**src/core/fcp_pkg.sv**
```systemverilog
/*
 * Shared constants and types of the floppy command interpreter: register
 * map, command codes, status codes, timing and the AXI4-Lite carriers.
 * Assumes a 100 MHz system clock and a 32-bit AXI4-Lite master.
 */
package fcp_pkg;
    // Register byte addresses
    localparam logic [31:0] ADDR_DOR = 32'h0000_0000;
    localparam logic [31:0] ADDR_MSR = 32'h0000_0004;
    localparam logic [31:0] ADDR_FIFO = 32'h0000_0008;
    localparam logic [1:0] RESP_OKAY = 2'h0;
    localparam logic [1:0] RESP_SLVERR = 2'h2;
    // Command byte codes and masks
    localparam logic [7:0] OP_RECAL = 8'h07;
    localparam logic [7:0] OP_SNS_INT = 8'h08;
    localparam logic [7:0] OP_SPECIFY = 8'h03;
    localparam logic [7:0] OP_SNS_DRV = 8'h04;
    localparam logic [7:0] OP_SEEK = 8'h0f;
    localparam logic [7:0] OP_CONFIG = 8'h13;
    localparam logic [7:0] OP_REL_SEEK = 8'h8f;
    localparam logic [7:0] MASK_REL_SEEK = 8'hbf;
    localparam logic [7:0] OP_DUMP = 8'h0e;
    localparam logic [7:0] OP_READ_ID = 8'h0a;
    localparam logic [7:0] OP_PERP = 8'h12;
    localparam logic [7:0] OP_LOCK = 8'h14;
    localparam logic [7:0] OP_FORMAT = 8'h0d;
    localparam logic [7:0] MASK_MFM = 8'hbf;
    localparam logic [7:0] MASK_LOCK = 8'h7f;
    localparam logic [4:0] OP_READ = 5'h06;
    localparam logic [4:0] OP_WRITE = 5'h05;
    // Status values
    localparam logic [7:0] ST0_INVALID = 8'h80;
    localparam logic [7:0] ST0_SEEK_END = 8'h20;
    localparam logic [7:0] ST0_RECAL_FAIL = 8'h70;
    localparam logic [7:0] ST0_ABNORMAL = 8'h40;
    localparam logic [7:0] ST3_FIXED = 8'h28;
    localparam logic [7:0] RECAL_STEPS = 8'd80;
    // Reset values
    localparam logic [7:0] RST_SPEC0 = 8'h00;
    localparam logic [7:0] RST_CFG = 8'h20;
    // Timing
    localparam int CLK_MHZ = 100;
    localparam int STEP_TIME_US = 3;
    localparam int STEP_CYCLES = STEP_TIME_US * CLK_MHZ;
    localparam logic [3:0] RES_MAX = 4'd10;
    localparam logic [3:0] PAR_MAX = 4'd9;

    typedef enum logic [3:0] {
        CMD_RECAL, CMD_SNS_INT, CMD_SPECIFY, CMD_SNS_DRV, CMD_SEEK,
        CMD_CONFIG, CMD_REL_SEEK, CMD_DUMP, CMD_READ_ID, CMD_PERP,
        CMD_LOCK, CMD_FORMAT, CMD_RDWR, CMD_INVALID
    } fcp_cmd_e;

    typedef enum logic [1:0] {PH_CMD, PH_EXEC, PH_RES} fcp_phase_e;

    typedef struct packed {
        logic awvalid;
        logic [31:0] awaddr;
        logic wvalid;
        logic [31:0] wdata;
        logic [3:0] wstrb;
        logic bready;
        logic arvalid;
        logic [31:0] araddr;
        logic rready;
    } fcp_axi_req_s;

    typedef struct packed {
        logic awready;
        logic wready;
        logic bvalid;
        logic [1:0] bresp;
        logic arready;
        logic rvalid;
        logic [31:0] rdata;
        logic [1:0] rresp;
    } fcp_axi_rsp_s;
endpackage : fcp_pkg

```
**src/core/fcp_cmd_ctrl.sv**
```systemverilog
/*
 * Control-command interpreter of a floppy controller behind AXI4-Lite.
 * Software writes command bytes to the FIFO word, reads result bytes back,
 * and drives the select pins through the digital output register.
 * Assumes track-0 and write-protect pins asynchronous, ID bytes from a
 * data separator on clk.
 */
`timescale 1ns/1ps
module fcp_cmd_ctrl import fcp_pkg::*; #(
    parameter int STEP_CYC = STEP_CYCLES
) (
    // Clock and reset
    input wire logic clk,
    input wire logic rst,
    // AXI4-Lite register port
    input wire fcp_axi_req_s axi_req,
    output fcp_axi_rsp_s axi_rsp,
    // Drive pins
    input wire logic track0_pin,
    input wire logic write_prot_pin,
    output logic step_q,
    output logic dir_q,
    output logic [1:0] drive_select_q,
    output logic int_pending_q,
    // ID fields from the data separator: c,h,r,n high to low
    input wire logic id_valid,
    input wire logic [31:0] id_bytes
);
    initial begin
        if (STEP_CYC < 1) $error("STEP_CYC must be at least 1");
    end

    localparam int TW = $clog2(STEP_CYC + 1);

    // Register select; 3 means unmapped
    function automatic logic [1:0] reg_sel(input logic [31:0] a);
        unique case (a)
            ADDR_DOR: reg_sel = 2'h0;
            ADDR_MSR: reg_sel = 2'h1;
            ADDR_FIFO: reg_sel = 2'h2;
            default: reg_sel = 2'h3;
        endcase
    endfunction : reg_sel

    // Command byte decode
    function automatic fcp_cmd_e decode(input logic [7:0] b);
        if (b == OP_RECAL) decode = CMD_RECAL;
        else if (b == OP_SNS_INT) decode = CMD_SNS_INT;
        else if (b == OP_SPECIFY) decode = CMD_SPECIFY;
        else if (b == OP_SNS_DRV) decode = CMD_SNS_DRV;
        else if (b == OP_SEEK) decode = CMD_SEEK;
        else if (b == OP_CONFIG) decode = CMD_CONFIG;
        else if ((b & MASK_REL_SEEK) == OP_REL_SEEK) decode = CMD_REL_SEEK;
        else if (b == OP_DUMP) decode = CMD_DUMP;
        else if ((b & MASK_MFM) == OP_READ_ID) decode = CMD_READ_ID;
        else if (b == OP_PERP) decode = CMD_PERP;
        else if ((b & MASK_LOCK) == OP_LOCK) decode = CMD_LOCK;
        else if ((b & MASK_MFM) == OP_FORMAT) decode = CMD_FORMAT;
        else if (b[4:0] == OP_READ || b[4:0] == OP_WRITE) decode = CMD_RDWR;
        else decode = CMD_INVALID;
    endfunction : decode

    // Total command bytes per command
    function automatic logic [3:0] cmd_len(input fcp_cmd_e c);
        unique case (c)
            CMD_SNS_INT, CMD_DUMP, CMD_LOCK, CMD_INVALID: cmd_len = 4'd1;
            CMD_RECAL, CMD_SNS_DRV, CMD_READ_ID, CMD_PERP: cmd_len = 4'd2;
            CMD_SPECIFY, CMD_SEEK, CMD_REL_SEEK: cmd_len = 4'd3;
            CMD_CONFIG: cmd_len = 4'd4;
            CMD_FORMAT: cmd_len = 4'd6;
            CMD_RDWR: cmd_len = PAR_MAX;
        endcase
    endfunction : cmd_len

    // Pin synchronisers: 3 flops, stable once stages 2 and 3 agree
    logic [1:0] pin_in;
    logic [1:0] pin_ok_q;
    assign pin_in = {write_prot_pin, track0_pin};
    for (genvar i = 0; i < 2; i++) begin : g_sync
        logic [2:0] sy_q;
        logic ok_d;
        always_comb begin
            ok_d = (sy_q[1] == sy_q[2]) ? sy_q[2] : pin_ok_q[i];
        end
        always_ff @(posedge clk or posedge rst) begin
            if (rst) begin
                sy_q <= 3'h0;
                pin_ok_q[i] <= 1'b0;
            end else begin
                sy_q <= {sy_q[1:0], pin_in[i]};
                pin_ok_q[i] <= ok_d;
            end
        end
    end

    // Step-rate divider: one-cycle tick every STEP_CYC cycles
    logic [TW-1:0] tmr_q, tmr_d;
    logic tick;
    always_comb begin
        tick = (tmr_q == '0);
        tmr_d = tick ? TW'(STEP_CYC - 1) : tmr_q - 1'b1;
    end
    always_ff @(posedge clk or posedge rst) begin
        if (rst) tmr_q <= '0;
        else tmr_q <= tmr_d;
    end

    // AXI4-Lite channel state
    logic aw_have_q, aw_have_d, w_have_q, w_have_d;
    logic bvalid_q, bvalid_d, rvalid_q, rvalid_d;
    logic [1:0] bresp_q, bresp_d, rresp_q, rresp_d;
    logic [31:0] awaddr_q, awaddr_d, wdata_q, wdata_d, rdata_q, rdata_d;
    logic wstrb0_q, wstrb0_d;
    logic wr_fire, rd_fire, fifo_wr, fifo_rd;

    // Interpreter state
    fcp_phase_e phase_q, phase_d;
    fcp_cmd_e cmd_q, cmd_d;
    logic [7:0] pbuf_q [PAR_MAX], pbuf_d [PAR_MAX];
    logic [7:0] res_q [RES_MAX], res_d [RES_MAX];
    logic [3:0] pcnt_q, pcnt_d, rcnt_q, rcnt_d, ridx_q, ridx_d;
    logic [7:0] pcn_q [4], pcn_d [4];
    logic [7:0] target_q, target_d, steps_q, steps_d, st0i_q, st0i_d;
    logic [7:0] spec0_q, spec0_d, spec1_q, spec1_d, cfg_q, cfg_d;
    logic [7:0] pretrk_q, pretrk_d, sc_eot_q, sc_eot_d;
    logic [5:0] perp_q, perp_d;
    logic lock_q, lock_d, int_d, step_d, dir_d;
    logic [1:0] dsel_d, drv;
    logic [7:0] msr, st0_hd;

    assign wr_fire = aw_have_q && w_have_q && !bvalid_q;
    assign rd_fire = axi_req.arvalid && !rvalid_q;
    assign fifo_wr = wr_fire && wstrb0_q && reg_sel(awaddr_q) == 2'h2
                     && phase_q == PH_CMD;
    assign fifo_rd = rd_fire && reg_sel(axi_req.araddr) == 2'h2
                     && phase_q == PH_RES;
    assign drv = pbuf_q[1][1:0];
    assign st0_hd = {5'h0, pbuf_q[1][2:0]};
    assign msr = {phase_q != PH_EXEC, phase_q == PH_RES, 1'b0,
                  phase_q != PH_CMD || pcnt_q != 4'd0, 4'h0};

    // Handshake outputs straight from channel state
    always_comb begin
        axi_rsp.awready = !aw_have_q;
        axi_rsp.wready = !w_have_q;
        axi_rsp.bvalid = bvalid_q;
        axi_rsp.bresp = bresp_q;
        axi_rsp.arready = !rvalid_q;
        axi_rsp.rvalid = rvalid_q;
        axi_rsp.rdata = rdata_q;
        axi_rsp.rresp = rresp_q;
    end

    // Bus channel next state; address and data taken in either order
    always_comb begin
        aw_have_d = aw_have_q;
        w_have_d = w_have_q;
        awaddr_d = awaddr_q;
        wdata_d = wdata_q;
        wstrb0_d = wstrb0_q;
        bvalid_d = bvalid_q && !axi_req.bready;
        bresp_d = bresp_q;
        rvalid_d = rvalid_q && !axi_req.rready;
        rresp_d = rresp_q;
        rdata_d = rdata_q;
        dsel_d = drive_select_q;
        if (axi_req.awvalid && !aw_have_q) begin
            aw_have_d = 1'b1;
            awaddr_d = axi_req.awaddr;
        end
        if (axi_req.wvalid && !w_have_q) begin
            w_have_d = 1'b1;
            wdata_d = axi_req.wdata;
            wstrb0_d = axi_req.wstrb[0];
        end
        if (wr_fire) begin
            aw_have_d = 1'b0;
            w_have_d = 1'b0;
            bvalid_d = 1'b1;
            bresp_d = reg_sel(awaddr_q) == 2'h3 ? RESP_SLVERR : RESP_OKAY;
            if (reg_sel(awaddr_q) == 2'h0 && wstrb0_q) dsel_d = wdata_q[1:0];
        end
        if (rd_fire) begin
            rvalid_d = 1'b1;
            rresp_d = RESP_OKAY;
            unique case (reg_sel(axi_req.araddr))
                2'h0: rdata_d = {30'h0, drive_select_q};
                2'h1: rdata_d = {24'h0, msr};
                2'h2: rdata_d = fifo_rd ? {24'h0, res_q[ridx_q]} : 32'h0;
                2'h3: begin
                    rdata_d = 32'h0;
                    rresp_d = RESP_SLVERR;
                end
            endcase
        end
    end

    // Interpreter next state: command, execution and result phases
    always_comb begin
        phase_d = phase_q;
        cmd_d = cmd_q;
        pbuf_d = pbuf_q;
        res_d = res_q;
        pcnt_d = pcnt_q;
        rcnt_d = rcnt_q;
        ridx_d = ridx_q;
        pcn_d = pcn_q;
        target_d = target_q;
        steps_d = steps_q;
        st0i_d = st0i_q;
        spec0_d = spec0_q;
        spec1_d = spec1_q;
        cfg_d = cfg_q;
        pretrk_d = pretrk_q;
        sc_eot_d = sc_eot_q;
        perp_d = perp_q;
        lock_d = lock_q;
        int_d = int_pending_q;
        step_d = 1'b0;
        dir_d = dir_q;
        unique case (phase_q)
            PH_CMD: if (fifo_wr) begin
                pbuf_d[pcnt_q] = wdata_q[7:0];
                if (pcnt_q == 4'd0) cmd_d = decode(wdata_q[7:0]);
                if (pcnt_q + 4'd1 == cmd_len(pcnt_q == 4'd0 ?
                        decode(wdata_q[7:0]) : cmd_q)) begin
                    phase_d = PH_EXEC;
                    pcnt_d = 4'd0;
                    steps_d = 8'h0;
                    // Relative seek target from the offset byte
                    if (!pbuf_q[0][6])
                        target_d = pcn_q[drv] + wdata_q[7:0];
                    else
                        target_d = pcn_q[drv] - wdata_q[7:0];
                    if (cmd_q == CMD_SEEK) target_d = wdata_q[7:0];
                end else begin
                    pcnt_d = pcnt_q + 4'd1;
                end
            end
            PH_EXEC: begin
                phase_d = PH_RES;
                ridx_d = 4'd0;
                unique case (cmd_q)
                    CMD_RECAL: begin
                        phase_d = PH_EXEC;
                        if (pin_ok_q[0]) begin
                            pcn_d[drv] = 8'h0;
                            st0i_d = ST0_SEEK_END | {6'h0, drv};
                            int_d = 1'b1;
                            phase_d = PH_CMD;
                        end else if (steps_q == RECAL_STEPS) begin
                            st0i_d = ST0_RECAL_FAIL | {6'h0, drv};
                            int_d = 1'b1;
                            phase_d = PH_CMD;
                        end else if (tick) begin
                            step_d = 1'b1;
                            dir_d = 1'b0;
                            steps_d = steps_q + 8'd1;
                        end
                    end
                    CMD_SEEK, CMD_REL_SEEK: begin
                        phase_d = PH_EXEC;
                        if (pcn_q[drv] == target_q) begin
                            st0i_d = ST0_SEEK_END | st0_hd;
                            int_d = 1'b1;
                            phase_d = PH_CMD;
                        end else if (tick) begin
                            step_d = 1'b1;
                            dir_d = target_q > pcn_q[drv];
                            pcn_d[drv] = dir_d ? pcn_q[drv] + 8'd1
                                               : pcn_q[drv] - 8'd1;
                        end
                    end
                    CMD_SNS_INT: begin
                        if (int_pending_q) begin
                            res_d[0] = st0i_q;
                            res_d[1] = pcn_q[st0i_q[1:0]];
                            rcnt_d = 4'd2;
                            int_d = 1'b0;
                        end else begin
                            res_d[0] = ST0_INVALID;
                            rcnt_d = 4'd1;
                        end
                    end
                    CMD_SPECIFY: begin
                        spec0_d = pbuf_q[1];
                        spec1_d = pbuf_q[2];
                        phase_d = PH_CMD;
                    end
                    CMD_SNS_DRV: begin
                        res_d[0] = ST3_FIXED | {1'b0, pin_ok_q[1], 1'b0,
                            pin_ok_q[0], 1'b0, pbuf_q[1][2:0]};
                        rcnt_d = 4'd1;
                    end
                    CMD_CONFIG: begin
                        cfg_d = pbuf_q[2];
                        pretrk_d = pbuf_q[3];
                        phase_d = PH_CMD;
                    end
                    CMD_DUMP: begin
                        for (int k = 0; k < 4; k++) res_d[k] = pcn_q[k];
                        res_d[4] = spec0_q;
                        res_d[5] = spec1_q;
                        res_d[6] = sc_eot_q;
                        res_d[7] = {lock_q, 1'b0, perp_q};
                        res_d[8] = cfg_q;
                        res_d[9] = pretrk_q;
                        rcnt_d = RES_MAX;
                    end
                    CMD_READ_ID: begin
                        phase_d = PH_EXEC;
                        if (id_valid) begin
                            res_d[0] = st0_hd;
                            res_d[1] = 8'h0;
                            res_d[2] = 8'h0;
                            for (int k = 0; k < 4; k++)
                                res_d[3 + k] = id_bytes[31 - 8 * k -: 8];
                            rcnt_d = 4'd7;
                            phase_d = PH_RES;
                        end
                    end
                    CMD_PERP: begin
                        perp_d = pbuf_q[1][5:0];
                        phase_d = PH_CMD;
                    end
                    CMD_LOCK: begin
                        lock_d = pbuf_q[0][7];
                        res_d[0] = {3'h0, pbuf_q[0][7], 4'h0};
                        rcnt_d = 4'd1;
                    end
                    CMD_FORMAT, CMD_RDWR: begin
                        // No media engine: parameters recorded, abnormal end
                        sc_eot_d = cmd_q == CMD_FORMAT ? pbuf_q[3]
                                                       : pbuf_q[6];
                        res_d[0] = ST0_ABNORMAL | st0_hd;
                        res_d[1] = 8'h0;
                        res_d[2] = 8'h0;
                        for (int k = 0; k < 4; k++) res_d[3 + k] = pbuf_q[2 + k];
                        rcnt_d = 4'd7;
                    end
                    CMD_INVALID: begin
                        res_d[0] = ST0_INVALID;
                        rcnt_d = 4'd1;
                    end
                endcase
            end
            PH_RES: if (fifo_rd) begin
                ridx_d = ridx_q + 4'd1;
                if (ridx_q + 4'd1 == rcnt_q) phase_d = PH_CMD;
            end
        endcase
    end

    // Register all state
    always_ff @(posedge clk or posedge rst) begin
        if (rst) begin
            aw_have_q <= 1'b0;
            w_have_q <= 1'b0;
            awaddr_q <= 32'h0;
            wdata_q <= 32'h0;
            wstrb0_q <= 1'b0;
            bvalid_q <= 1'b0;
            bresp_q <= RESP_OKAY;
            rvalid_q <= 1'b0;
            rresp_q <= RESP_OKAY;
            rdata_q <= 32'h0;
            drive_select_q <= 2'h0;
            phase_q <= PH_CMD;
            cmd_q <= CMD_INVALID;
            pbuf_q <= '{default: 8'h0};
            res_q <= '{default: 8'h0};
            pcnt_q <= 4'd0;
            rcnt_q <= 4'd0;
            ridx_q <= 4'd0;
            pcn_q <= '{default: 8'h0};
            target_q <= 8'h0;
            steps_q <= 8'h0;
            st0i_q <= 8'h0;
            spec0_q <= RST_SPEC0;
            spec1_q <= RST_SPEC0;
            cfg_q <= RST_CFG;
            pretrk_q <= 8'h0;
            sc_eot_q <= 8'h0;
            perp_q <= 6'h0;
            lock_q <= 1'b0;
            int_pending_q <= 1'b0;
            step_q <= 1'b0;
            dir_q <= 1'b0;
        end else begin
            aw_have_q <= aw_have_d;
            w_have_q <= w_have_d;
            awaddr_q <= awaddr_d;
            wdata_q <= wdata_d;
            wstrb0_q <= wstrb0_d;
            bvalid_q <= bvalid_d;
            bresp_q <= bresp_d;
            rvalid_q <= rvalid_d;
            rresp_q <= rresp_d;
            rdata_q <= rdata_d;
            drive_select_q <= dsel_d;
            phase_q <= phase_d;
            cmd_q <= cmd_d;
            pbuf_q <= pbuf_d;
            res_q <= res_d;
            pcnt_q <= pcnt_d;
            rcnt_q <= rcnt_d;
            ridx_q <= ridx_d;
            pcn_q <= pcn_d;
            target_q <= target_d;
            steps_q <= steps_d;
            st0i_q <= st0i_d;
            spec0_q <= spec0_d;
            spec1_q <= spec1_d;
            cfg_q <= cfg_d;
            pretrk_q <= pretrk_d;
            sc_eot_q <= sc_eot_d;
            perp_q <= perp_d;
            lock_q <= lock_d;
            int_pending_q <= int_d;
            step_q <= step_d;
            dir_q <= dir_d;
        end
    end
endmodule : fcp_cmd_ctrl

```
**config.mk**
```make
export PLATFORM = sky130hd
export DESIGN_NAME = fcp_cmd_ctrl
export DESIGN_NICKNAME = d
export VERILOG_FILES = /design/src/core/fcp_pkg.sv /design/src/core/fcp_cmd_ctrl.sv
export SDC_FILE = /design/constraint.sdc
export NUM_CORES = 1
export LEC_CHECK = 0
export BUFFER_PORTS_ARGS = -buffer_cell sky130_fd_sc_hd__buf_2
export CAP_MARGIN = 0
export CORE_ASPECT_RATIO = 0.5
export CORE_UTILIZATION = 40
export CTS_CLUSTER_DIAMETER = 200
export DETAILED_ROUTE_END_ITERATION = 7
export PLACE_DENSITY = 0.61
export SLEW_MARGIN = 5
export SYNTH_ARGS = -nofsm -noshare
export SYNTH_HDL_FRONTEND = slang
export SYNTH_SLANG_ARGS = --single-unit
```
**constraint.sdc**
```tcl
create_clock -name clk -period 13.1 [get_ports clk]
set_clock_uncertainty 0.1 [all_clocks]
set_input_delay 2.62 -clock clk [delete_from_list [all_inputs] [get_ports clk]]
set_output_delay 2.62 -clock clk [all_outputs]
set_load 0.02 [all_outputs]
```
## Yosys cells after proc, flatten, opt, wreduce, memory -nomap -nowiden

Index checks and enable logic that the tools add are counted.

- Bits in registers: 375
- Output and inout bits: 46
- Logic and storage cells: 333

- Reductions and logical operators: 72
- Magnitude comparators: 7
- Mux-type cells: 106
- Bitwise operators: 6
- $add $sub $neg: 8
- Eq/ne operators: 77

Operator list:

| operator | number |
|---|---|
| $mux 8 | 24 |
| $pmux 32 s4 | 1 |
| $pmux 40 s3 | 1 |
| $mux 32 | 3 |
| $bwmux 72 | 1 |
| $mux 4 | 18 |
| $eq 32x3->1 const B | 2 |
| $eq 32x4->1 const B | 2 |
| $logic_not 32->1 | 2 |
| $pmux 32 s2 | 1 |
| $mux 56 | 1 |
| $pmux 8 s7 | 1 |
| $eq 4x4->1 const B | 12 |
| $and 32x32->32 | 1 |
| $bmux 8 s2 | 2 |
| $bmux 8 s4 | 1 |
| $bwmux 32 | 1 |
| $demux 8 s4 | 1 |
| $eq 4x3->1 const B | 8 |
| $not 32->32 | 1 |
| $pmux 8 s2 | 2 |
| $pmux 8 s4 | 1 |
| $ne 2x2->1 const B | 14 |
| $eq 8x4->1 const B | 3 |
| other kinds (61) | 172 |

## Longest topological paths before layout

Gate-level depths: netlist (run 1).

- Word-level depth: 27
- Gate-level depth with buffers: 23

## Worst setup path after synthesis (run 1)

Ideal clock, no wire load.

- Kind: reg-to-reg
- Start: register pbuf_q (netlist bit drv[1])
- End: register pcn_q[31] (netlist bit)
- Path slack: 8.467 ns
- Period minus slack after synthesis: 4.633 ns
- Stages on the path, launching flop included: 24
- Buffers on the path: 2
- Data required time: 12.875 ns
- Data arrival time: 4.408 ns
- Cell sequence: dfrtp_1 clkbuf_1 clkbuf_1 mux4_2 inv_1 ha_1 nor2b_1 o21a_1 o21a_1 o21ai_0 nand2b_1 a21oi_1 o21ai_0 inv_1 ha_1 a21o_1 a21oi_1 nor2b_1 o21ai_0 nand2b_1 a31oi_1 xnor3_1 nor2_1 mux2_2

- Word-level cells in the longest chain between the ends: 10
- Elaborated cells on any way between the ends: 23

RTL lines:

| element | RTL line | RTL |
|---|---|---|
| start, declared | fcp_cmd_ctrl.sv:119 | `logic [7:0] pbuf_q [PAR_MAX], pbuf_d [PAR_MAX];` |
| start signal, assigned | fcp_cmd_ctrl.sv:403 | `pbuf_q <= pbuf_d;` |
| $not 2->3 * | n/a |  |
| $bmux 8 s2 | n/a |  |
| $mux 8 (implied by the code) (2 in a row) | n/a |  |
| $sub 8x1->8 (tied with other cells) | fcp_cmd_ctrl.sv:271 | `: pcn_q[drv] - 8'd1;` |
| $mux 8 | fcp_cmd_ctrl.sv:270 | `pcn_d[drv] = dir_d ? pcn_q[drv] + 8'd1` |
| $bwmux 32 | fcp_cmd_ctrl.sv:270 |  |
| $mux 32 | fcp_cmd_ctrl.sv:267 | `end else if (tick) begin` |
| $mux 32 | fcp_cmd_ctrl.sv:263 | `if (pcn_q[drv] == target_q) begin` |
| $pmux 32 s2 | fcp_cmd_ctrl.sv:243 | `unique case (cmd_q)` |
| end signal, assigned | fcp_cmd_ctrl.sv:408 | `pcn_q <= pcn_d;` |
| end, declared | fcp_cmd_ctrl.sv:122 | `logic [7:0] pcn_q [4], pcn_d [4];` |

Mark *: on every way between the ends. The rest lies on a longest branch, timed or not. The select of a mux whose other input is x is not followed.
A chain may end at the register's enable or synchronous reset.

## Final worst setup path (run 1)

Ends and elaborated chain as after synthesis.

==> results.sh, run 1 <==
export IMPL_p_leak_nw=8.50
export IMPL_critical_path_class="register to register"
export IMPL_via_per_inst=5.52
export IMPL_synth_edf_count=0
export IMPL_synth_common_cells="320 x dfrtp_1, 177 x mux2_2, 133 x nand2_1"
export IMPL_cts_buffers=31
export IMPL_final_nets=1765
export IMPL_gp_routability_congestion=0.845
export IMPL_maxCapViolCount=0
export IMPL_netlist_area_sq_mm=0.0165
export IMPL_setup_viol=0
export IMPL_multi_input_area_sq_mm=0.00779
export IMPL_die_area_sq_mm=0.0422
export IMPL_hold_path_class="register to register"
export IMPL_drv_slew=0
export IMPL_post_cts_buffers=0
export IMPL_synthCells=1488
export IMPL_wl_per_cell_microns=19.8
export IMPL_stdcell_area_sq_mm=0.0186
export IMPL_layout_min_cycle_time_ps=5250
export IMPL_worst_pin_slew_ps=1050
export IMPL_async_flop_share=1.00
export IMPL_min_period_over_period=0.401
export IMPL_start_kind="register"
export IMPL_dp_cells=2092
export IMPL_rows=52
export IMPL_postRouteAntennaNets=0
export IMPL_ys_warn_count=0
export IMPL_post_route_cells_drive_above_1_share=0.272
export IMPL_clk_latency_ps=600
export IMPL_dp_hpwl_mm=29.5
export IMPL_die_w_microns=289
export IMPL_crit_arrival_ps=5630
export IMPL_synth_top_area_share=0.485
export IMPL_wl_mm=42.5
export IMPL_drcViolationCount=0
export IMPL_seqCellArea_sq_mm=0.00811
export IMPL_clock_sinks=324
export IMPL_grtUsageTotal=0.204
export IMPL_synthTopCellsByArea="dfrtp_1 48%, mux2_2 12%, mux4_2 4.2%"
export IMPL_powerDensity_mw_per_mm2=142
export IMPL_fmax_mhz=191
export IMPL_htree_levels=1
export IMPL_vdd_ir_drop_worst_mv=0.0945
export IMPL_dpl_instance_area_sq_mm=0.0176
export IMPL_antenna_found_initial=1
export IMPL_cts_path_max_buffers=3
export IMPL_worstSetupEndpointType="register"
export IMPL_io_buffers=134
export IMPL_cts_tree="yes"
export IMPL_diodes=0
export IMPL_fp_dieH_microns=146
export IMPL_cts_resized=0
export IMPL_hold_violations=0
export IMPL_nFillCells=3800
export IMPL_start_util=0.407
export IMPL_grt_max_degree=153
export IMPL_status="finished clean"
export IMPL_seq_area_frac_synth=0.491
export IMPL_drt_iter0_drc=980
export IMPL_vias=11800
export IMPL_grt_overflow_total=0
export IMPL_layoutNonFillerInstCount=2148
export IMPL_fin_setup_tns_ps=0
export IMPL_firstDrtPassIters=5
export IMPL_grt_pass1_vias=11400
export IMPL_synth_most_common_cell="dfrtp_1"
export IMPL_cts_hold_buffers_added=0
export IMPL_clkTransAtPathRegs_ps=70
export IMPL_syn_avg_cell_area_sq_um=11.1
export IMPL_grt_setup_unrepaired="false"
export IMPL_coreArea_sq_mm=0.0406
export IMPL_synthFlopType="dfrtp_1"
export IMPL_required_ps=13480
export IMPL_maxSlewHeadroom=0.298
export IMPL_num_io_pins=188
export IMPL_grt_pass1_wl_mm=66.8
export IMPL_worstPathMaxFanout=17
export IMPL_synth_cell_types=85
export IMPL_synth_top_area_cell="dfrtp_1"
export IMPL_syn2layout_area_growth_pct=12.6
export IMPL_cts_root_buffer="clkbuf_16"
export IMPL_synth_seq_cells=324
-- worst max-delay path, cell delays in order, from the launching register on --
cell	delay, ps
dfrtp_1	880
mux4_2	470
inv_1	110
ha_1	300
nor2b_1	130
o21a_1	110
o21a_1	100
o21ai_0	70
nand2b_1	70
a21oi_1	70
o21ai_0	550
inv_1	280
ha_1	340
a21o_1	150
a21oi_1	160
nor2b_1	80
o21ai_0	140
nand2b_1	100
a31oi_1	240
xnor3_1	330
nor2_1	60
mux2_2	290
-- metrics by stage --
stage,setup slack [ps],power [mW],hold slack (ps),util
detailed placement,7900,1.74,240,0.433
CTS,7920,2.66,255,0.458
finish,7850,2.63,253,0.458
floorplan,1420,1.58,231,-
global route,7490,2.76,271,0.458
global placement,7950,1.73,235,0.433
-- where the power goes --
part	switching (mW)	leakage, nW	internal, mW
Clock	0.404	0.493	0.509
Sequential	0.124	4.28	1.08
Combinational	0.295	3.73	0.222
-- kinds of logic (layout without fill, tap and decap cells) --
family	after synthesis	in the layout	share of synthesized area
and+or+nand+nor	408	408	0.121
DFF	324	324	0.491
muxes	244	244	0.185
AOI/OAI and AO/OA	280	280	0.109
adders and majority gates	40	40	0.0309
other	1	26	0.000227
xor gates and xnor gates	30	30	0.0167
buffers and inverters	161	256	0.0451
-- path summary, 6_finish.rpt --
check | startpoint | to | slack, ps | cells after the start
max in group asynchronous | rst | pbuf_q[38]$_DFFE_PP0P_ | 8850 | 4
setup / recovery | drv[1]$_DFFE_PP0P_ | pcn_q[31]$_DFFE_PP0P_ | 7850 | 21
hold reg to reg | g_sync[0].sy_q[0]$_DFF_PP0_ | g_sync[0].sy_q[1]$_DFF_PP0_ | 250 | 0
min in group asynchronous | rst | bvalid_q$_DFF_PP0_ | 2080 | 2
hold / removal | g_sync[0].sy_q[0]$_DFF_PP0_ | g_sync[0].sy_q[1]$_DFF_PP0_ | 250 | 0
setup reg to reg | drv[1]$_DFFE_PP0P_ | pcn_q[31]$_DFFE_PP0P_ | 7850 | 21
-- final cells by class --
class	instances	area share
sequential	324	0.436
clock buffer	43	0.0474
clock inverter	13	0.00720
multi-input combinational	1028	0.419
tap	540	0.0363
inverter	48	0.0101
timing repair buffer	152	0.0440
-- placed cells by master (no fill, tap or decap), types with 33 or more instances in the layout --
cell type,count
buf_2,134
a31oi_1,41
a22oi_1,34
a21oi_1,58
dfrtp_1,320
ha_1,36
nor2_1,105
o21ai_0,71
inv_1,47
nand2_1,133
mux2_2,177
nand3_1,33
-- state kept, by name, summed over array words and instances (netlist names), 5 cells and up --
name         cells
rdata_q          8
spec1_q          8
perp_q           6
wdata_q          8
pretrk_q         8
st0i_q           5
g_sync.sy_q      6
steps_q          8
sc_eot_q         8
target_q         8
spec0_q          8
pbuf_q          48
awaddr_q        32
pcn_q           32
cfg_q            8
tmr_q            9
res_q           79
-- routing by layer --
layer,track usage,part of all wire
met5,0,0
met4,0.0368,0.016
met3,0.0420,0.064
met2,0.305,0.44
met1,0.308,0.48
Note: power is estimated with default switching activity, not from simulation.
==> run 2, diff against run 1 <==
==> constraint.sdc (replaced) <==
create_clock -name clk -period 5.3 [get_ports clk]
set_clock_uncertainty 0.1 [all_clocks]
set_input_delay 1.06 -clock clk [delete_from_list [all_inputs] [get_ports clk]]
set_output_delay 1.06 -clock clk [all_outputs]
set_load 0.02 [all_outputs]
==> run 2 against run 1 <==
  * Routed wire length is 1.8% higher
  * Critical path type unchanged
  * Critical endpoint unchanged
  * Sequential cell count stayed put
  * Combinational power is 150% higher
  * Cell area is 0.38% higher
==> results.sh, run 2 (synthesis gave the netlist of run 1 again) <==
export IMPL_status="finished clean"
export IMPL_crit_arrival_ps=5030
export IMPL_wl_per_cell_microns=20.1
export IMPL_largest_registers="res_q x79, pbuf_q x48"
export IMPL_diodes=0
export IMPL_grtUsageTotal=0.210
export IMPL_crit_chain="mux4_2 > inv_1 > ha_1 > nor2b_1 > o21a_1 > o21a_1 > o21ai_0 > nand2b_1 > a21oi_1 > o21ai_0 > inv_1 > ha_1 > a21o_1 > a21oi_1 > nor2b_1 > o21ai_0 > nand2b_1 > a31oi_1 > xnor3_1 > nor2_1 > mux2_2"
export IMPL_coreArea_sq_mm=0.0406
export IMPL_rr_worst_depth=21
export IMPL_regMostFlops="res_q"
export IMPL_hold_end="g_sync[0].sy_q[1]$_DFF_PP0_"
export IMPL_layoutNonFillerInstCount=2152
export IMPL_antenna_found_initial=0
export IMPL_maxCapViolCount=0
export IMPL_path_common_cell="o21ai_0"
export IMPL_cts_hold_buffers_added=0
export IMPL_largest_reg_flops=79
export IMPL_clkTransAtPathRegs_ps=70
export IMPL_critical_path_class="register to register"
export IMPL_hp_start="g_sync[0].sy_q[0]$_DFF_PP0_"
export IMPL_gp_routability_congestion=0.846
export IMPL_p_leak_nw=8.54
export IMPL_cts_path_max_buffers=3
export IMPL_grt_setup_unrepaired="false"
export IMPL_required_ps=5670
export IMPL_rr_startpoint="drv[0]$_DFFE_PP0P_"
export IMPL_postRouteAntennaNets=0
export IMPL_via_per_inst=5.49
export IMPL_cts_root_buffer="clkbuf_16"
export IMPL_maxSlewHeadroom=0.229
export IMPL_critPathBufInv=2
export IMPL_fmax_mhz=215
export IMPL_crit_cells=21
export IMPL_start_kind="register"
export IMPL_dp_cells=2097
export IMPL_min_period_over_period=0.879
export IMPL_cts_buffers=30
export IMPL_clk_latency_ps=580
export IMPL_cp_top_family="compound AO/OA/AOI/OAI gates"
export IMPL_cts_resized=0
export IMPL_min_path_cells=0
export IMPL_vias=11800
export IMPL_setup_viol=0
export IMPL_wl_mm=43.3
export IMPL_die_w_microns=289
export IMPL_powerDensity_mw_per_mm2=351
export IMPL_mostFrequentLayoutCells="320 x dfrtp_1, 177 x mux2_2, 134 x buf_2"
export IMPL_num_io_pins=188
export IMPL_grt_overflow_total=0
export IMPL_worstSetupEndpointType="register"
export IMPL_crit_slowest_cell="mux4_2"
export IMPL_drt_iter0_drc=980
export IMPL_drv_slew=0
export IMPL_post_cts_buffers=0
export IMPL_htree_levels=1
export IMPL_nFillCells=3761
export IMPL_grt_pass1_wl_mm=68.4
export IMPL_clock_sinks=324
export IMPL_firstDrtPassIters=5
export IMPL_layout_min_cycle_time_ps=4660
export IMPL_grt_max_degree=152
export IMPL_regToRegSetupSlack_ps=640
export IMPL_drcViolationCount=0
export IMPL_worstPathMaxFanout=6
export IMPL_max_stage_delay_ps=610
export IMPL_vdd_ir_drop_worst_mv=0.220
export IMPL_hold_path_class="register to register"
export IMPL_syn2layout_area_growth_pct=13.0
export IMPL_fp_dieH_microns=146
export IMPL_design_power_total_mw=6.55
export IMPL_start_util=0.407
export IMPL_r2r_end="pcn_q[31]$_DFFE_PP0P_"
export IMPL_die_area_sq_mm=0.0422
export IMPL_final_nets=1769
export IMPL_post_route_cells_drive_above_1_share=0.272
export IMPL_cts_tree="yes"
export IMPL_worst_pin_slew_ps=1150
export IMPL_grt_pass1_vias=11500
export IMPL_mostFrequentLayoutCell="dfrtp_1"
export IMPL_rows=52
export IMPL_dp_hpwl_mm=30.5
export IMPL_io_buffers=134
export IMPL_hold_violations=0
## run 2: through the flow
step	util	setup TNS, ps	hold slack [ps]	area [sq um]	setup slack, ps
final	0.460	0	249	18700	641
after detailed placement	0.435	0	236	17600	670
after global routing	0.460	0	251	18700	293
after floorplan	-	-57430	231	16600	-179
after global placement	0.435	0	232	17600	658
after CTS	0.460	0	250	18700	646
## run 2: final cells by class
cell class	count	area, sq um	share of cell area
Multi-Input combinational cell	1028	7790	0.417
Sequential cell	324	8110	0.435
Inverter	48	184	0.00985
Clock buffer	42	826	0.0442
Clock inverter	13	201	0.0108
Timing Repair Buffer	157	881	0.0472
Tap cell	540	676	0.0362
## run 2: power by group
part | total, mW | internal (mW) | switching, mW
logic | 1.29 | 0.554 | 0.735
registers | 2.95 | 2.67 | 0.279
clock network | 2.31 | 1.33 | 0.983
total | 6.55 | 4.55 | 2.00
## run 2: worst max path at each step
stage | start | slack [ps] | endpoint
final | drv[0]$_DFFE_PP0P_ | 640 | pcn_q[31]$_DFFE_PP0P_
after global routing | drv[0]$_DFFE_PP0P_ | 290 | pcn_q[15]$_DFFE_PP0P_
after CTS | drv[0]$_DFFE_PP0P_ | 650 | pcn_q[15]$_DFFE_PP0P_
after detailed placement | drv[0]$_DFFE_PP0P_ | 670 | pcn_q[15]$_DFFE_PP0P_
after global placement | drv[0]$_DFFE_PP0P_ | 660 | pcn_q[31]$_DFFE_PP0P_
after floorplan | rst | -180 | aw_have_q$_DFFE_PP0P_
## run 2: per-layer routing
layer	part of all wire	vias to the layer above	GRT usage	wire length (microns)
met5	0	-	0	0
met4	0.015	0	0.0326	638
met3	0.080	41	0.0534	3460
met2	0.43	360	0.308	18500
met1	0.48	5903	0.317	20700
li1	-	5516	-	-
==> run 3, diff against run 2 <==
--- a/config.mk
+++ b/config.mk
@@ -5,6 +5,7 @@
 export SDC_FILE = /design/constraint.sdc
 export NUM_CORES = 1
 export LEC_CHECK = 0
+export ABC_AREA = 1
 export BUFFER_PORTS_ARGS = -buffer_cell sky130_fd_sc_hd__buf_2
 export CAP_MARGIN = 0
 export CORE_ASPECT_RATIO = 0.5
==> constraint.sdc (replaced) <==
create_clock -name clk -period 5.3 [get_ports clk]
set_clock_uncertainty 0.1 [all_clocks]
set_input_delay 1.59 -clock clk [delete_from_list [all_inputs] [get_ports clk]]
set_output_delay 1.59 -clock clk [all_outputs]
set_load 0.02 [all_outputs]
==> run 3 against run 2 <==
  * Area after synthesis rose by 0.61%
  * Via count rose by 16%
  * Power rose by 31%
  * Cell count rose by 20%
  * Sequential power rose by 15%
  * Non-clock buffer count fell by 5
  * Core utilization rose by 0.36 points
  * Combinational power rose by 110%
  * Sequential cell count did not move
  * Routed wire length rose by 8.6%
  * Die area rose by 0.61%
==> results.sh, run 3 <==
export IMPL_grt_pass1_wl_mm=73.4
export IMPL_final_nets=2208
export IMPL_syn2layout_area_growth_pct=13.4
export IMPL_hold_end="g_sync[0].sy_q[1]$_DFF_PP0_"
export IMPL_post_route_cells_drive_above_1_share=0.168
export IMPL_rr_worst_depth=22
export IMPL_critical_path_class="register to register"
export IMPL_async_flop_share=1.00
export IMPL_mostFrequentLayoutCell="nand2_1"
export IMPL_num_io_pins=188
export IMPL_ys_warn_count=0
export IMPL_min_path_cells=0
export IMPL_mostFrequentLayoutCells="397 x nand2_1, 320 x dfrtp_1, 206 x o21ai_0"
export IMPL_r2r_end="pcn_q[15]$_DFFE_PP0P_"
export IMPL_worst_pin_slew_ps=1120
export IMPL_largest_registers="res_q x79, pbuf_q x48"
export IMPL_htree_levels=1
export IMPL_met1_usage=0.322
export IMPL_syn_avg_cell_area_sq_um=8.67
export IMPL_maxCapViolCount=0
export IMPL_maxSlewHeadroom=0.253
export IMPL_antenna_found_initial=1
export IMPL_grt_pass1_vias=12800
export IMPL_synthFlopType="dfrtp_1"
export IMPL_synth_edf_count=0
export IMPL_crit_chain="inv_1 > nand2_1 > inv_1 > a221oi_2 > ha_1 > nand2_1 > nor2_1 > nand4_1 > nand2_1 > ha_1 > a21oi_1 > nand2_1 > nand2_1 > nand2_1 > a21oi_1 > or2_1 > nand2_1 > a21oi_1 > inv_1 > nand2_1 > nand3_1 > o22ai_1"
export IMPL_synth_top_area_cell="dfrtp_1"
export IMPL_cts_tree="yes"
export IMPL_regToRegSetupSlack_ps=830
export IMPL_netlist_area_sq_mm=0.0166
export IMPL_via_per_inst=5.28
export IMPL_firstDrtPassIters=5
export IMPL_grt_setup_unrepaired="false"
export IMPL_design_power_total_mw=8.58
export IMPL_met2_usage=0.319
export IMPL_grt_overflow_total=0
export IMPL_max_stage_delay_ps=560
export IMPL_wl_mm=47.0
export IMPL_die_area_sq_mm=0.0424
export IMPL_vdd_ir_drop_worst_mv=0.264
export IMPL_synth_most_common_cell="nand2_1"
export IMPL_crit_arrival_ps=4870
export IMPL_grt_busiest_layer="met1"
export IMPL_fp_dieH_microns=146
export IMPL_cts_hold_buffers_added=0
export IMPL_seqCellArea_sq_mm=0.00811
export IMPL_whs_ps=251
export IMPL_clock_sinks=324
export IMPL_nFillCells=3944
export IMPL_hp_start="g_sync[0].sy_q[0]$_DFF_PP0_"
export IMPL_seq_area_frac_synth=0.488
export IMPL_layout_min_cycle_time_ps=4470
export IMPL_drv_slew=0
export IMPL_clkTransAtPathRegs_ps=70
export IMPL_regMostFlops="res_q"
export IMPL_powerDensity_mw_per_mm2=455
export IMPL_grtUsageTotal=0.221
export IMPL_cts_root_buffer="clkbuf_16"
export IMPL_gp_routability_congestion=0.924
export IMPL_required_ps=5690
export IMPL_path_common_cell="nand2_1"
export IMPL_hold_path_class="register to register"
export IMPL_min_period_over_period=0.844
export IMPL_worstPathMaxFanout=9
export IMPL_synth_common_cells="397 x nand2_1, 320 x dfrtp_1, 206 x o21ai_0"
export IMPL_diodes=0
export IMPL_multi_input_area_sq_mm=0.00736
export IMPL_setup_viol=0
export IMPL_coreArea_sq_mm=0.0407
export IMPL_fin_setup_tns_ps=0
export IMPL_grt_max_degree=94
export IMPL_cts_buffers=31
export IMPL_rr_startpoint="drv[0]$_DFFE_PP0P_"
export IMPL_met3_usage=0.0623
export IMPL_post_cts_buffers=0
export IMPL_synth_seq_cells=324
export IMPL_io_buffers=134
export IMPL_clk_latency_ps=580
export IMPL_status="finished clean"
export IMPL_vias=13700
export IMPL_drt_iter0_drc=1095
export IMPL_dp_hpwl_mm=34.1
export IMPL_synth_top_area_share=0.482
export IMPL_p_leak_nw=8.79
export IMPL_synthTopCellsByArea="dfrtp_1 48%, nand2_1 9.0%, o21ai_0 6.2%"
export IMPL_cts_resized=0
export IMPL_fmax_mhz=224
export IMPL_drcViolationCount=0
export IMPL_hold_violations=0
export IMPL_crit_slowest_cell="dfrtp_1"
export IMPL_die_w_microns=290
export IMPL_wl_per_cell_microns=18.1
export IMPL_worstSetupEndpointType="register"
export IMPL_cts_path_max_buffers=3
export IMPL_largest_reg_flops=79
export IMPL_synth_cell_types=69
export IMPL_fin_util=0.463
export IMPL_postRouteAntennaNets=0
export IMPL_synthCells=1918
export IMPL_start_kind="register"
export IMPL_rows=52
export IMPL_start_util=0.409
## run 3: changes by cell type after synthesis, sizes merged, moves of 39 or more
cell | before | now
nand3 | 34 | 73
inv | 48 | 193
o21ai | 76 | 220
nand2 | 133 | 411
nor2 | 108 | 169
mux2 | 185 | 53
## run 3: cells by family after synthesis
group / count (synthesis) / share of synthesized area
fa+ha+maj: 40 / 0.0307
flops: 324 / 0.488
buf+inv: 297 / 0.0755
compound gates: 452 / 0.159
xor+xnor: 27 / 0.0142
other cells: 1 / 0.000226
simple gates: 721 / 0.193
mux: 56 / 0.0395
## run 3: worst max path at each step
stage	slack (ps)	cells past startpoint	end	startpoint
after floorplan	-710	1	aw_have_q$_DFFE_PP0P_	rst
after global placement	970	22	pcn_q[23]$_DFFE_PP0P_	drv[0]$_DFFE_PP0P_
after detailed placement	920	22	pcn_q[15]$_DFFE_PP0P_	drv[0]$_DFFE_PP0P_
after CTS	890	22	pcn_q[15]$_DFFE_PP0P_	drv[0]$_DFFE_PP0P_
after global routing	410	22	pcn_q[7]$_DFFE_PP0P_	drv[0]$_DFFE_PP0P_
final	830	22	pcn_q[15]$_DFFE_PP0P_	drv[0]$_DFFE_PP0P_
## run 3: per-stage QoR
stage	worst slack (ps)	instances	instance area (sq um)
3_3_place_gp	975	2535	17700
5_1_grt	407	2592	18800
4_1_cts	888	2592	18800
3_5_place_dp	918	2535	17700
6_report	826	2592	18800
2_1_floorplan	-709	1943	16700
## run 3: report_power, final
part	switching [mW]	internal (mW)
logic	1.73	1.01
registers	0.416	2.99
clock network	1.01	1.44
## run 3: final cells by class
type                            count  share of cell area
Multi-Input combinational cell   1322               0.390
Clock inverter                     15              0.0113
Tap cell                          540              0.0358
Timing Repair Buffer              152              0.0441
Sequential cell                   324               0.430
Clock buffer                       42              0.0481
Inverter                          197              0.0397
## run 3: per-layer routing
| layer | share of wire | up-vias |
|---|---|---|
| met3 | 0.089 | 75 |
| met4 | 0.025 | 0 |
| met1 | 0.48 | 6547 |
| met2 | 0.41 | 438 |
| met5 | 0 | - |
| li1 | - | 6632 |
## run 3: critical path, delay by kind of cell, from the launching register on
| family | cells | cell delay (ps) |
|---|---|---|
| AO/OA/AOI/OAI | 5 | 1210 |
| adder cells (fa/ha/maj) | 2 | 780 |
| buffers and inverters | 3 | 300 |
| flip-flops | 1 | 560 |
| AND/OR/NAND/NOR | 12 | 1430 |
